$ cat config.mk
export PLATFORM = sky130hd
export DESIGN_NAME = ttws_seq
export DESIGN_NICKNAME = d
export VERILOG_FILES = /design/src/shared/ttws_pkg.sv /design/src/shared/ttws_tick_if.sv /design/src/ttws_seq.sv /design/src/ttws_tick_div.sv
export VERILOG_INCLUDE_DIRS = /design/src /design/src/shared
export SDC_FILE = /design/constraint.sdc
export NUM_CORES = 2
export LEC_CHECK = 0
export BUFFER_PORTS_ARGS = -buffer_cell sky130_fd_sc_hd__buf_2
export CAP_MARGIN = 0
export CORE_MARGIN = 5
export CORE_UTILIZATION = 39
export CTS_BUF_LIST = sky130_fd_sc_hd__clkbuf_4
export DETAILED_ROUTE_END_ITERATION = 8
export PLACE_DENSITY = 0.64
export SYNTH_ARGS = -nofsm -noshare
export SYNTH_HDL_FRONTEND = slang
export SYNTH_HIERARCHICAL = 1
export SYNTH_SLANG_ARGS = --single-unit
$ cat constraint.sdc
create_clock -name mclk_i -period 6.8 [get_ports mclk_i]
set_input_delay 0.68 -clock mclk_i [delete_from_list [all_inputs] [get_ports mclk_i]]
set_output_delay 0.68 -clock mclk_i [all_outputs]
set_load 0.03 [all_outputs]
$ cat src/shared/ttws_defs.svh
// Timing counts and field constants of the weld sequencer
`ifndef TTWS_DEFS_SVH
`define TTWS_DEFS_SVH
`define TTWS_CLK_HZ        20000000
`define TTWS_TICK_US       1000
`define TTWS_TICK_DIV      ((`TTWS_CLK_HZ / 1000000) * `TTWS_TICK_US)
`define TTWS_FAULT_S       5
`define TTWS_FAULT_TICKS   (`TTWS_FAULT_S * 1000000 / `TTWS_TICK_US)
`define TTWS_ARCLEN_MIN    8'shfb
`define TTWS_ARCLEN_MAX    8'sh05
`define TTWS_PRESET_N      16
`define TTWS_MAT_W         2
`define TTWS_DIA_W         1
`define TTWS_GAS_W         1
`define TTWS_PAR_RST       16'h0000
`endif

$ cat src/shared/ttws_pkg.sv
// Types of the weld sequencer
package ttws_pkg;
  typedef enum logic [1:0]
  {
    TTWS_NONLATCHED,
    TTWS_SPECIAL_NONLATCHED,
    TTWS_LATCHED,
    TTWS_LATCHED_SPECIAL
  } ttws_mode_e;
  typedef enum logic [1:0]
  {
    TTWS_SHOW_CURRENT,
    TTWS_SHOW_THICKNESS,
    TTWS_SHOW_WIRE_SPEED,
    TTWS_SHOW_RSVD
  } ttws_show_e;
  typedef enum logic [1:0]
  {
    TTWS_PROG_MAIN,
    TTWS_PROG_START,
    TTWS_PROG_END
  } ttws_prog_e;
  typedef logic [3:0]  ttws_preset_t;
  typedef logic [15:0] ttws_time_t;
  typedef logic [31:0] ttws_cnt_t;
endpackage

$ cat src/shared/ttws_tick_if.sv
// Slow timebase tick carried from divider to sequencer
`timescale 1ns/1ns
interface ttws_tick_if;
  logic tick;
  modport src (output tick);
  modport dst (input tick);
endinterface

$ cat src/ttws_seq.sv
// Torch trigger weld sequencer top
`timescale 1ns/1ns
`include "ttws_defs.svh"
module ttws_seq
  import ttws_pkg::*;
(
  input  wire logic              mclk_i,
  input  wire logic              rst_b_i,
  input  wire logic              trigger_i,
  input  wire logic              inch_i,
  input  wire logic              contact_i,
  input  wire logic              current_i,
  input  wire logic              arc_i,
  input  wire ttws_mode_e        mode_i,
  input  wire logic [1:0]        material_i,
  input  wire logic              diameter_i,
  input  wire logic              gas_type_i,
  input  wire logic              preset_load_i,
  input  wire ttws_show_e        show_i,
  input  wire logic              par_wr_i,
  input  wire logic [2:0]        par_sel_i,
  input  wire logic [15:0]       par_data_i,
  output logic                   gas_o,
  output logic                   motor_o,
  output logic [15:0]            wire_speed_o,
  output logic                   output_on_o,
  output ttws_prog_e             program_o,
  output logic                   ramping_o,
  output logic                   ignition_fault_o,
  output logic                   arc_fault_o,
  output ttws_preset_t           preset_o,
  output logic                   preset_reject_o,
  output logic signed [7:0]      arc_length_o,
  output logic signed [7:0]      dynamics_o,
  output ttws_show_e             show_o,
  output logic [15:0]            spot_duration_o,
  output logic [15:0]            pause_duration_o
);
  // Parameter selectors
  localparam logic [2:0] SEL_PRE   = 3'h0;
  localparam logic [2:0] SEL_BURN  = 3'h1;
  localparam logic [2:0] SEL_POST  = 3'h2;
  localparam logic [2:0] SEL_START = 3'h3;
  localparam logic [2:0] SEL_END   = 3'h4;
  localparam logic [2:0] SEL_ARC   = 3'h5;
  localparam logic [2:0] SEL_DYN   = 3'h6;
  localparam logic [2:0] SEL_GLOB  = 3'h7;
  localparam int          NPAR     = 7;
  typedef enum logic [3:0]
  {
    S_IDLE,
    S_INCH,
    S_PRE,
    S_CREEP,
    S_START,
    S_WELD,
    S_WAIT_PRESS,
    S_WAIT_REL,
    S_END,
    S_BURN,
    S_POST
  } ttws_state_e;
  typedef struct packed
  {
    ttws_state_e   st;
    ttws_cnt_t     tmr;
    ttws_cnt_t     flt;
    logic          trig_d1;
    logic          ign_f;
    logic          arc_f;
    logic          rej;
    ttws_preset_t  preset;
    ttws_show_e    show;
    logic [15:0]   spot;
    logic [15:0]   pause;
    logic [15:0]   wfs;
  } ttws_state_s;
  ttws_state_s  s_q;
  ttws_state_s  s_d;
  ttws_tick_if  tk ();
  // Per-preset parameter store, one word per parameter per preset
  logic [15:0] par_q [`TTWS_PRESET_N][NPAR];
  // ==========================================
  // Timebase
  ttws_tick_div u_div
  (
    .mclk_i  (mclk_i),
    .rst_b_i (rst_b_i),
    .tk      (tk)
  );
  // ==========================================
  // Helpers
  function automatic logic [15:0] par_of(input ttws_preset_t p, input logic [2:0] s);
    par_of = par_q[p][s];
  endfunction
  function automatic logic signed [7:0] clamp_arc(input logic [15:0] v);
    logic signed [15:0] sv;
    sv = signed'(v);
    if (sv < 16'(`TTWS_ARCLEN_MIN))
      clamp_arc = `TTWS_ARCLEN_MIN;
    else if (sv > 16'(`TTWS_ARCLEN_MAX))
      clamp_arc = `TTWS_ARCLEN_MAX;
    else
      clamp_arc = sv[7:0];
  endfunction
  // Preset number from basic parameters
  ttws_preset_t job_num;
  assign job_num = {material_i, diameter_i, gas_type_i};
  logic press;
  logic trig_rel;
  logic tmr_done;
  assign press    = trigger_i & ~s_q.trig_d1;
  assign trig_rel = ~trigger_i & s_q.trig_d1;
  assign tmr_done = (s_q.tmr == '0);
  // ==========================================
  // Sequencer next state
  always_comb
  begin
    s_d         = s_q;
    s_d.trig_d1 = trigger_i;
    s_d.rej     = 1'b0;
    if (tk.tick && !tmr_done)
      s_d.tmr = s_q.tmr - 32'h1;
    // Preset select, locked while current flows
    if (preset_load_i)
    begin
      if (current_i)
        s_d.rej = 1'b1;
      else
        s_d.preset = job_num;
    end
    s_d.show = show_i;
    // Shared settings
    if (par_wr_i && par_sel_i == SEL_GLOB)
      s_d.wfs = par_data_i;
    case (s_q.st)
      S_IDLE:
      begin
        s_d.flt = '0;
        if (inch_i && !contact_i)
          s_d.st = S_INCH;
        else if (press)
        begin
          s_d.ign_f = 1'b0;
          s_d.arc_f = 1'b0;
          s_d.st    = S_PRE;
          s_d.tmr   = 32'(par_of(s_q.preset, SEL_PRE));
        end
      end
      S_INCH:
        if (!inch_i || contact_i)
          s_d.st = S_IDLE;
      S_PRE:
        if (tmr_done)
        begin
          s_d.st  = S_CREEP;
          s_d.flt = 32'(`TTWS_FAULT_TICKS);
        end
      S_CREEP:
      begin
        if (tk.tick && s_q.flt != '0)
          s_d.flt = s_q.flt - 32'h1;
        if (current_i)
        begin
          s_d.flt = 32'(`TTWS_FAULT_TICKS);
          if (mode_i == TTWS_SPECIAL_NONLATCHED || mode_i == TTWS_LATCHED_SPECIAL)
          begin
            s_d.st  = S_START;
            s_d.tmr = 32'(par_of(s_q.preset, SEL_START));
          end
          else
            s_d.st = S_WELD;
        end
        else if (s_q.flt == '0)
        begin
          s_d.ign_f = 1'b1;
          s_d.st    = S_BURN;
          s_d.tmr   = '0;
        end
        else if (trig_rel && (mode_i == TTWS_NONLATCHED || mode_i == TTWS_SPECIAL_NONLATCHED))
          s_d.st = S_POST;
      end
      default:
      begin
        // Arc watchdog covers states S_START through S_END, not S_BURN
        if (s_q.st == S_START || s_q.st == S_WELD || s_q.st == S_WAIT_PRESS
            || s_q.st == S_WAIT_REL || s_q.st == S_END)
        begin
          if (arc_i)
            s_d.flt = 32'(`TTWS_FAULT_TICKS);
          else if (tk.tick && s_q.flt != '0)
            s_d.flt = s_q.flt - 32'h1;
          if (!arc_i && s_q.flt == '0)
          begin
            s_d.arc_f = 1'b1;
            s_d.st    = S_BURN;
            s_d.tmr   = '0;
          end
          else
          begin
            case (s_q.st)
              S_START:
                if (tmr_done)
                  s_d.st = S_WELD;
              S_WELD:
                if (mode_i == TTWS_LATCHED || mode_i == TTWS_LATCHED_SPECIAL)
                begin
                  if (trig_rel)
                    s_d.st = S_WAIT_PRESS;
                end
                else if (trig_rel)
                begin
                  if (mode_i == TTWS_SPECIAL_NONLATCHED)
                  begin
                    s_d.st  = S_END;
                    s_d.tmr = 32'(par_of(s_q.preset, SEL_END));
                  end
                  else
                  begin
                    s_d.st  = S_BURN;
                    s_d.tmr = 32'(par_of(s_q.preset, SEL_BURN));
                  end
                end
              S_WAIT_PRESS:
                if (press)
                  s_d.st = S_WAIT_REL;
              S_WAIT_REL:
                if (trig_rel)
                begin
                  s_d.st  = S_BURN;
                  s_d.tmr = 32'(par_of(s_q.preset, SEL_BURN));
                end
              S_END:
                if (tmr_done)
                begin
                  s_d.st  = S_BURN;
                  s_d.tmr = 32'(par_of(s_q.preset, SEL_BURN));
                end
              default:
                s_d.st = S_IDLE;
            endcase
          end
        end
        else if (s_q.st == S_BURN && tmr_done)
        begin
          s_d.st  = S_POST;
          s_d.tmr = 32'(par_of(s_q.preset, SEL_POST));
        end
        else if (s_q.st == S_POST && tmr_done)
          s_d.st = S_IDLE;
      end
    endcase
  end
  // ==========================================
  // State register
  always_ff @(posedge mclk_i or negedge rst_b_i)
  begin
    if (!rst_b_i)
      s_q <= '0; // Idle state and current display are zero codes
    else
      s_q <= s_d;
  end
  // ==========================================
  // Parameter store, writes go to selected preset
  genvar gp;
  genvar gs;
  generate
    for (gp = 0; gp < `TTWS_PRESET_N; gp++)
    begin : g_pre
      for (gs = 0; gs < NPAR; gs++)
      begin : g_sel
        always_ff @(posedge mclk_i or negedge rst_b_i)
        begin
          if (!rst_b_i)
            par_q[gp][gs] <= `TTWS_PAR_RST;
          else if (par_wr_i && par_sel_i == 3'(gs) && s_q.preset == 4'(gp))
            par_q[gp][gs] <= (3'(gs) == SEL_ARC) ?
              16'(signed'(clamp_arc(par_data_i))) : par_data_i;
        end
      end
    end
  endgenerate
  // Spot and pause are shared settings
  always_ff @(posedge mclk_i or negedge rst_b_i)
  begin
    if (!rst_b_i)
    begin
      spot_duration_o  <= `TTWS_PAR_RST;
      pause_duration_o <= `TTWS_PAR_RST;
    end
    else if (par_wr_i && par_sel_i == SEL_GLOB && inch_i)
    begin
      spot_duration_o  <= par_data_i;
      pause_duration_o <= par_data_i;
    end
  end
  // ==========================================
  // Outputs
  always_comb
  begin
    gas_o        = (s_q.st inside {S_PRE, S_CREEP, S_START, S_WELD, S_WAIT_PRESS,
                    S_WAIT_REL, S_END, S_BURN, S_POST});
    motor_o      = (s_q.st inside {S_INCH, S_CREEP, S_START, S_WELD, S_WAIT_PRESS,
                    S_WAIT_REL, S_END});
    output_on_o  = (s_q.st inside {S_CREEP, S_START, S_WELD, S_WAIT_PRESS,
                    S_WAIT_REL, S_END, S_BURN});
    wire_speed_o = (s_q.st == S_CREEP || s_q.st == S_INCH) ? (s_q.wfs >> 1) : s_q.wfs;
    program_o    = (s_q.st == S_START) ? TTWS_PROG_START :
                   (s_q.st == S_END) ? TTWS_PROG_END : TTWS_PROG_MAIN;
    ramping_o    = (s_q.st == S_END);
  end
  assign ignition_fault_o = s_q.ign_f;
  assign arc_fault_o      = s_q.arc_f;
  assign preset_o         = s_q.preset;
  assign preset_reject_o  = s_q.rej;
  assign arc_length_o     = par_q[s_q.preset][SEL_ARC][7:0];
  assign dynamics_o       = signed'(par_q[s_q.preset][SEL_DYN][7:0]);
  assign show_o           = s_q.show;
endmodule // ttws_seq

$ cat src/ttws_tick_div.sv
// Divider making the slow timebase tick
`timescale 1ns/1ns
`include "ttws_defs.svh"
module ttws_tick_div
  import ttws_pkg::*;
(
  input  wire logic  mclk_i,
  input  wire logic  rst_b_i,
  ttws_tick_if.src   tk
);
  typedef struct packed
  {
    logic [15:0] cnt;
    logic        tick;
  } ttws_div_s;
  ttws_div_s st_q;
  ttws_div_s st_d;
  // ==========================================
  // Count down one tick period
  always_comb
  begin
    st_d      = st_q;
    st_d.tick = 1'b0;
    if (st_q.cnt == 16'h0000)
    begin
      st_d.cnt  = 16'(`TTWS_TICK_DIV - 1);
      st_d.tick = 1'b1;
    end
    else
    begin
      st_d.cnt = st_q.cnt - 16'h0001;
    end
  end
  // Register
  always_ff @(posedge mclk_i or negedge rst_b_i)
  begin
    if (!rst_b_i)
      st_q <= '0;
    else
      st_q <= st_d;
  end
  assign tk.tick = st_q.tick;
endmodule // ttws_tick_div

# Yosys cells after proc, flatten, opt, wreduce, memory -nomap -nowiden
# Index checks and enable logic that the tools add are counted.
dict set report totals {
  reg_bits 1791
  inputBits 36
  out_inout_bits 79
  word_cells 408
}
dict set report op_classes {
  n_addsub 3
  magnitude_cmp 3
  n_eq_ne 48
  n_mux 57
  bitwise_logic 8
  reduce_logical 164
}
# operator count
set op_table {}
lappend op_table {{112-bit binary-select mux with 4-bit select} 1}
lappend op_table {{32-bit 2-to-1 mux} 11}
lappend op_table {{36-bit 2-to-1 mux} 7}
lappend op_table {{112-bit 2-to-1 mux} 2}
lappend op_table {{32-bit one-hot mux with 3 select lines} 2}
lappend op_table {{1-bit logical AND} 128}
lappend op_table {{32-bit one-hot mux with 4 select lines} 1}
lappend op_table {{32-bit zero test} 2}
lappend op_table {{32-bit by 1-bit subtractor with 32-bit output (second input constant)} 2}
lappend op_table {{4-bit 2-to-1 mux} 12}
lappend op_table {{4-bit == test (second input constant)} 11}
lappend op_table {{33-bit 2-to-1 mux} 1}
lappend op_table {{4-bit by 3-bit == test with 1-bit output (second input constant)} 8}
lappend op_table {{16-bit 2-to-1 mux} 2}
lappend op_table {{32-bit nonzero test} 1}
lappend op_table {{8-bit by 6-bit inequality test with 1-bit output (second input constant)} 3}
lappend op_table {{7-bit nonzero test} 3}
lappend op_table {{4-bit one-hot mux with 5 select lines} 1}
lappend op_table {{4-bit by 2-bit == test with 1-bit output (second input constant)} 4}
lappend op_table {{16-bit by 4-bit greater-than comparator with 1-bit output (second input constant)} 1}
lappend op_table {{16-bit zero test} 1}
lappend op_table {{16-bit by 4-bit < comparator with 1-bit output (second input constant)} 1}
lappend op_table {{8-bit 2-to-1 mux} 2}
lappend op_table {{4-bit one-hot mux with 4 select lines} 1}
lappend op_table {{34 further kinds} 75}

# Depth between registers and ports, before layout
dict set report logic_depth {
  ltp_word 11
  depth_mapped 11
  depth_no_buf 9
}

# Hierarchy
# Netlist, hierarchy kept.
# mod n_inst cells_per_inst area_per_inst_um2 seq_area_each_um2
set by_module_without_submodules {}
lappend by_module_without_submodules {ttws_seq 1 5086 74749.2 41189.5}
lappend by_module_without_submodules {ttws_tick_div 1 79 810.8 425.4}

# Worst setup path after synthesis
# Ideal clock, no wire load.
dict set report synth_timing {
  kind {reg-to-output}
  start {reg s_q, in the netlist preset_o[0]}
  end {out arc_length_o[0]}
  arrival_ns 2.986
  t_required_ns 6.120
  setup_slack_ns 3.134
  stages_incl_launch_ff 8
  path_buffers 5
  cell_sequence {dfrtp_1 > clkbuf_1 > buf_2 > buf_2 > buf_2 > buf_1 > mux4_2 > mux4_2}
}
dict set report synth_via {
  elab_chain_cells 4
}
# element line_no
set synth_lines {}
lappend synth_lines {{start, declared} ttws_seq.sv:78} ;# ttws_state_s s_q;
lappend synth_lines {{start signal, assigned} ttws_seq.sv:259} ;# s_q <= '0;
lappend synth_lines {{start signal, assigned} ttws_seq.sv:261} ;# s_q <= s_d;
lappend synth_lines {{4-bit inverter with 5-bit output (not written as such)} ttws_seq.sv:316} ;# assign arc_length_o = par_q[s_q.preset][SEL_ARC][7:0];
lappend synth_lines {{112-bit binary-select mux with 4-bit select} ttws_seq.sv:316}
lappend synth_lines {{112-bit 2-to-1 mux} --}
lappend synth_lines {{112-bit 2-to-1 mux (not written as such)} ttws_seq.sv:316}
lappend synth_lines {{end, declared} ttws_seq.sv:33} ;# output logic signed [7:0] arc_length_o,
# No other way between the ends. The select of a mux whose other input is x is not followed.

# Final worst setup path
dict set report layout_timing {
  start {reg s_q, in the netlist preset_o[2]}
  end {out dynamics_o[0]}
}
dict set report layout_via {
  elab_chain_cells 4
}
# element line_no
set layout_lines {}
lappend layout_lines {{4-bit inverter with 5-bit output (not written as such)} ttws_seq.sv:317} ;# assign dynamics_o = signed'(par_q[s_q.preset][SEL_DYN][7:0]);
lappend layout_lines {{112-bit binary-select mux with 4-bit select} ttws_seq.sv:317}
lappend layout_lines {{112-bit 2-to-1 mux (not written as such)} ttws_seq.sv:317}
lappend layout_lines {{112-bit 2-to-1 mux} --}
lappend layout_lines {{end, declared} ttws_seq.sv:34} ;# output logic signed [7:0] dynamics_o,
# No other way between the ends. The select of a mux whose other input is x is not followed.

==> metrics.md <==
| Metric | Value |
|---|---|
| Power Dens Cells | `304 nW/um2` |
| Count of cell types in the netlist | `71` |
| Commonest non-fill, non-tap cell in the layout | `dfrtp_1` |
| Gate Count Post-Synth | `5165` |
| Post-Syn Area per Cell | `14.6 um2` |
| IO Count | `115` |
| Crit path time final | `5.39 ns` |
| Arrival time worst endpoint | `4.71 ns` |
| Worst-path fanout max | `48` |
| # nets final | `5464` |
| Number of synthesized flops with an enable pin | `0` |
| WL per Instance | `around 25 um` |
| Final setup viols | `0` |
| Slew headroom | `0.134` |
| Initial Util | `0.392` |
| LEAKAGE | `0.0400 uW` |
| Core Rows | `161` |
| Syn-to-layout area delta | `11.5%` |
| Final period util | `0.793` |
| Post-Place Cells | `7462` |
| CTS hold repair buffers | `52` |
| Ys Warns | `6` |
| Vias/cell | `5.65` |
| Power, Total | `~26000 uW` |
| Hold Vio Cnt, Final | `0` |
| Clk buf depth | `4` |
| Outcome | `finished clean` |
| CTS buffer count | `~430` |
| Max-Cap Viols | `0` |
| Fmax | `0.185 GHz` |
| Post-CTS Resized | `0` |
| Initial antenna violation count | `11` |
| Clock latency on the worst-skew pair | `1.42 ns` |
| WS Path Type | `flip-flop to output pin` |
| Dpl hpwl | `123000 um` |
| Via count | `46500` |
| Postcts setup bufs | `0` |
| CP Capture Type | `output pin` |
| Hold Path Class | `input port to flip-flop` |
| Initial drt markers | `between 3000 and 4000` |
| Unrepaired setup endpoints after global routing | `false` |
| GPL Wtd Cong | `0.838` |
| Antenna viol nets, final | `0` |
| Die area | `203000 um2` |
| Largest net degree at the start of global routing | `slightly above 200` |
| First-pass GRT wire length | `312000 um` |
| H-tree depth | `5` |
| Total Neg Setup Slack | `0 ns` |
| Most frequent cells in the layout | `dfrtp_1 (1659), mux2_2 (1320), clkbuf_4 (618)` |
| Post-synth ARST share | `1.00` |
| 1st-pass router iterations | `5` |
| All-layer global routing usage | `0.200` |
| Port bufs | `114` |
| Vias in the first global route | `49000` |
| Filler cell count | `about 18000` |
| Clock Sinks | `1663` |
| Grt total ovfl | `0` |
| Register bit total from synthesis | `about 1700` |
| Slew Viols, Final | `0` |
| Clock slew at reported path FFs | `approximately 0.07 ns` |
| Worst Path Required | `6.12 ns` |
| Mapped Area | `75600 um2` |
| Sequential-to-total area share from yosys stat | `0.551` |
| Die Width | `between 400 and 500 um` |
| Root Driver | `clkbuf_4` |
| Residual DRC | `0` |
| Max VDD drop | `0.000207 V` |
| Layout cells sized above 1 | `0.472` |
| Core area | `193000 um2` |
| Tightest Pin Transition | `1.30 ns` |
| Critical path startpoint category | `flip-flop` |
| Syn nets | `5206` |
| Non-Filler Instances | `8239` |
| Most used flip-flop cell after synthesis | `dfrtp_1` |
| Wirelength, routed | `~200000 um` |
| Final Skew | `about 0.14 ns` |
| Die height | `450 um` |
| CTS tree | `done` |
-- stage by stage --
step,cell area [um2],utilization,setup slack (ns),hold slack (ns)
floorplan,75600,-,3.13,0.384
CTS,84200,0.437,1.29,0.0183
global route,84200,0.437,1.29,0.0730
global placement,78600,0.408,2.61,0.454
finish,84300,0.438,1.41,0.145
detailed placement,78600,0.408,2.70,0.462
-- critical path, stage by stage, from the launching register on --
cell     delay, ns
dfrtp_4       1.04
buf_4         0.87
buf_4         0.52
mux4_2        0.61
buf_2         0.22
-- routing by layer --
| metal | routed length [um] | vias up | global-route usage |
|---|---|---|---|
| li1 | - | 19800 | - |
| met1 | 86900 | 24800 | 0.269 |
| met2 | 97200 | 1576 | 0.321 |
| met3 | 12700 | 367 | 0.0431 |
| met4 | 6640 | 2 | 0.0726 |
| met5 | 9 | - | 0 |
-- path summary, 6_finish.rpt --
| path | startpoint | end | slack [ns] | cells past startpoint |
|---|---|---|---|---|
| max | preset_o[2] | dynamics_o[0] | 1.41 | 4 |
| min reg2reg | par_q[623] | par_q[623] | 0.47 | 2 |
| max reg2reg | preset_o[2] | par_q[967] | 2.49 | 5 |
| min | par_data_i[15] | par_q[191] | 0.15 | 2 |
| min in group asynchronous | rst_b_i | par_q[1473] | 0.40 | 3 |
| max in group asynchronous | rst_b_i | pause_duration_o[6] | 4.84 | 4 |
-- synth_stat cells, types with 10 or more instances --
| cell type | number | area (um2) |
|---|---|---|
| a211oi_1 | 11 | 82.6 |
| a21o_1 | 87 | 653 |
| a21oi_1 | 49 | 245 |
| a22oi_1 | 14 | 105 |
| buf_1 | 36 | 135 |
| buf_2 | 40 | 200 |
| buf_4 | 24 | 180 |
| clkbuf_1 | 342 | 1280 |
| dfrtp_1 | 1663 | 41600 |
| inv_1 | 23 | 86.3 |
| mux2_2 | 1320 | 14900 |
| mux2i_1 | 24 | 240 |
| mux4_2 | 462 | 10400 |
| nand2_1 | 359 | 1350 |
| nand2b_1 | 15 | 93.8 |
| nand3_1 | 28 | 140 |
| nand4_1 | 11 | 68.8 |
| nor2_1 | 148 | 556 |
| nor2b_1 | 19 | 119 |
| nor3_1 | 46 | 230 |
| nor4_1 | 28 | 175 |
| o21ai_0 | 205 | 1030 |
| or2_2 | 10 | 62.6 |
| or3_1 | 16 | 100 |
| or4_1 | 11 | 82.6 |
| xnor2_1 | 28 | 245 |
| xor2_1 | 31 | 272 |
-- where the power goes --
part	switching, uW	internal [uW]
sequential	839	11300
clock	4040	4200
combinational	2720	2490
total	7600	18000
-- cell families after synthesis --
kind of cell | share of synthesized area
AO/OA/AOI/OAI | 0.0348
XOR/XNOR | 0.00684
adder cells (fa/ha/maj) | 0.000828
buffers and inverters | 0.0251
flip-flops | 0.551
multiplexers | 0.338
AND/OR/NAND/NOR | 0.0440
-- cell type report --
cell class	instances	area, um2	area share
well taps	2526	3160	0.0375
clock buffers	618	4640	0.0551
multi-input cells	3035	32200	0.382
repair buffers	265	2090	0.0248
inverters	25	104	0.00123
clock inverters	98	443	0.00526
diodes	9	22.5	0.000267
flip-flops and latches	1663	41600	0.494
-- state kept, by name, indices dropped and copies added, names as in the netlist --
signal and cells:
preset_o 4, show_o 2, ignition_fault_o 1, u_div/st_q 16
s_q 85, pause_duration_o 16, arc_fault_o 1, par_q 1536
preset_reject_o 1, u_div/tk.tick 1
Note: power is estimated with default switching activity, not from simulation.
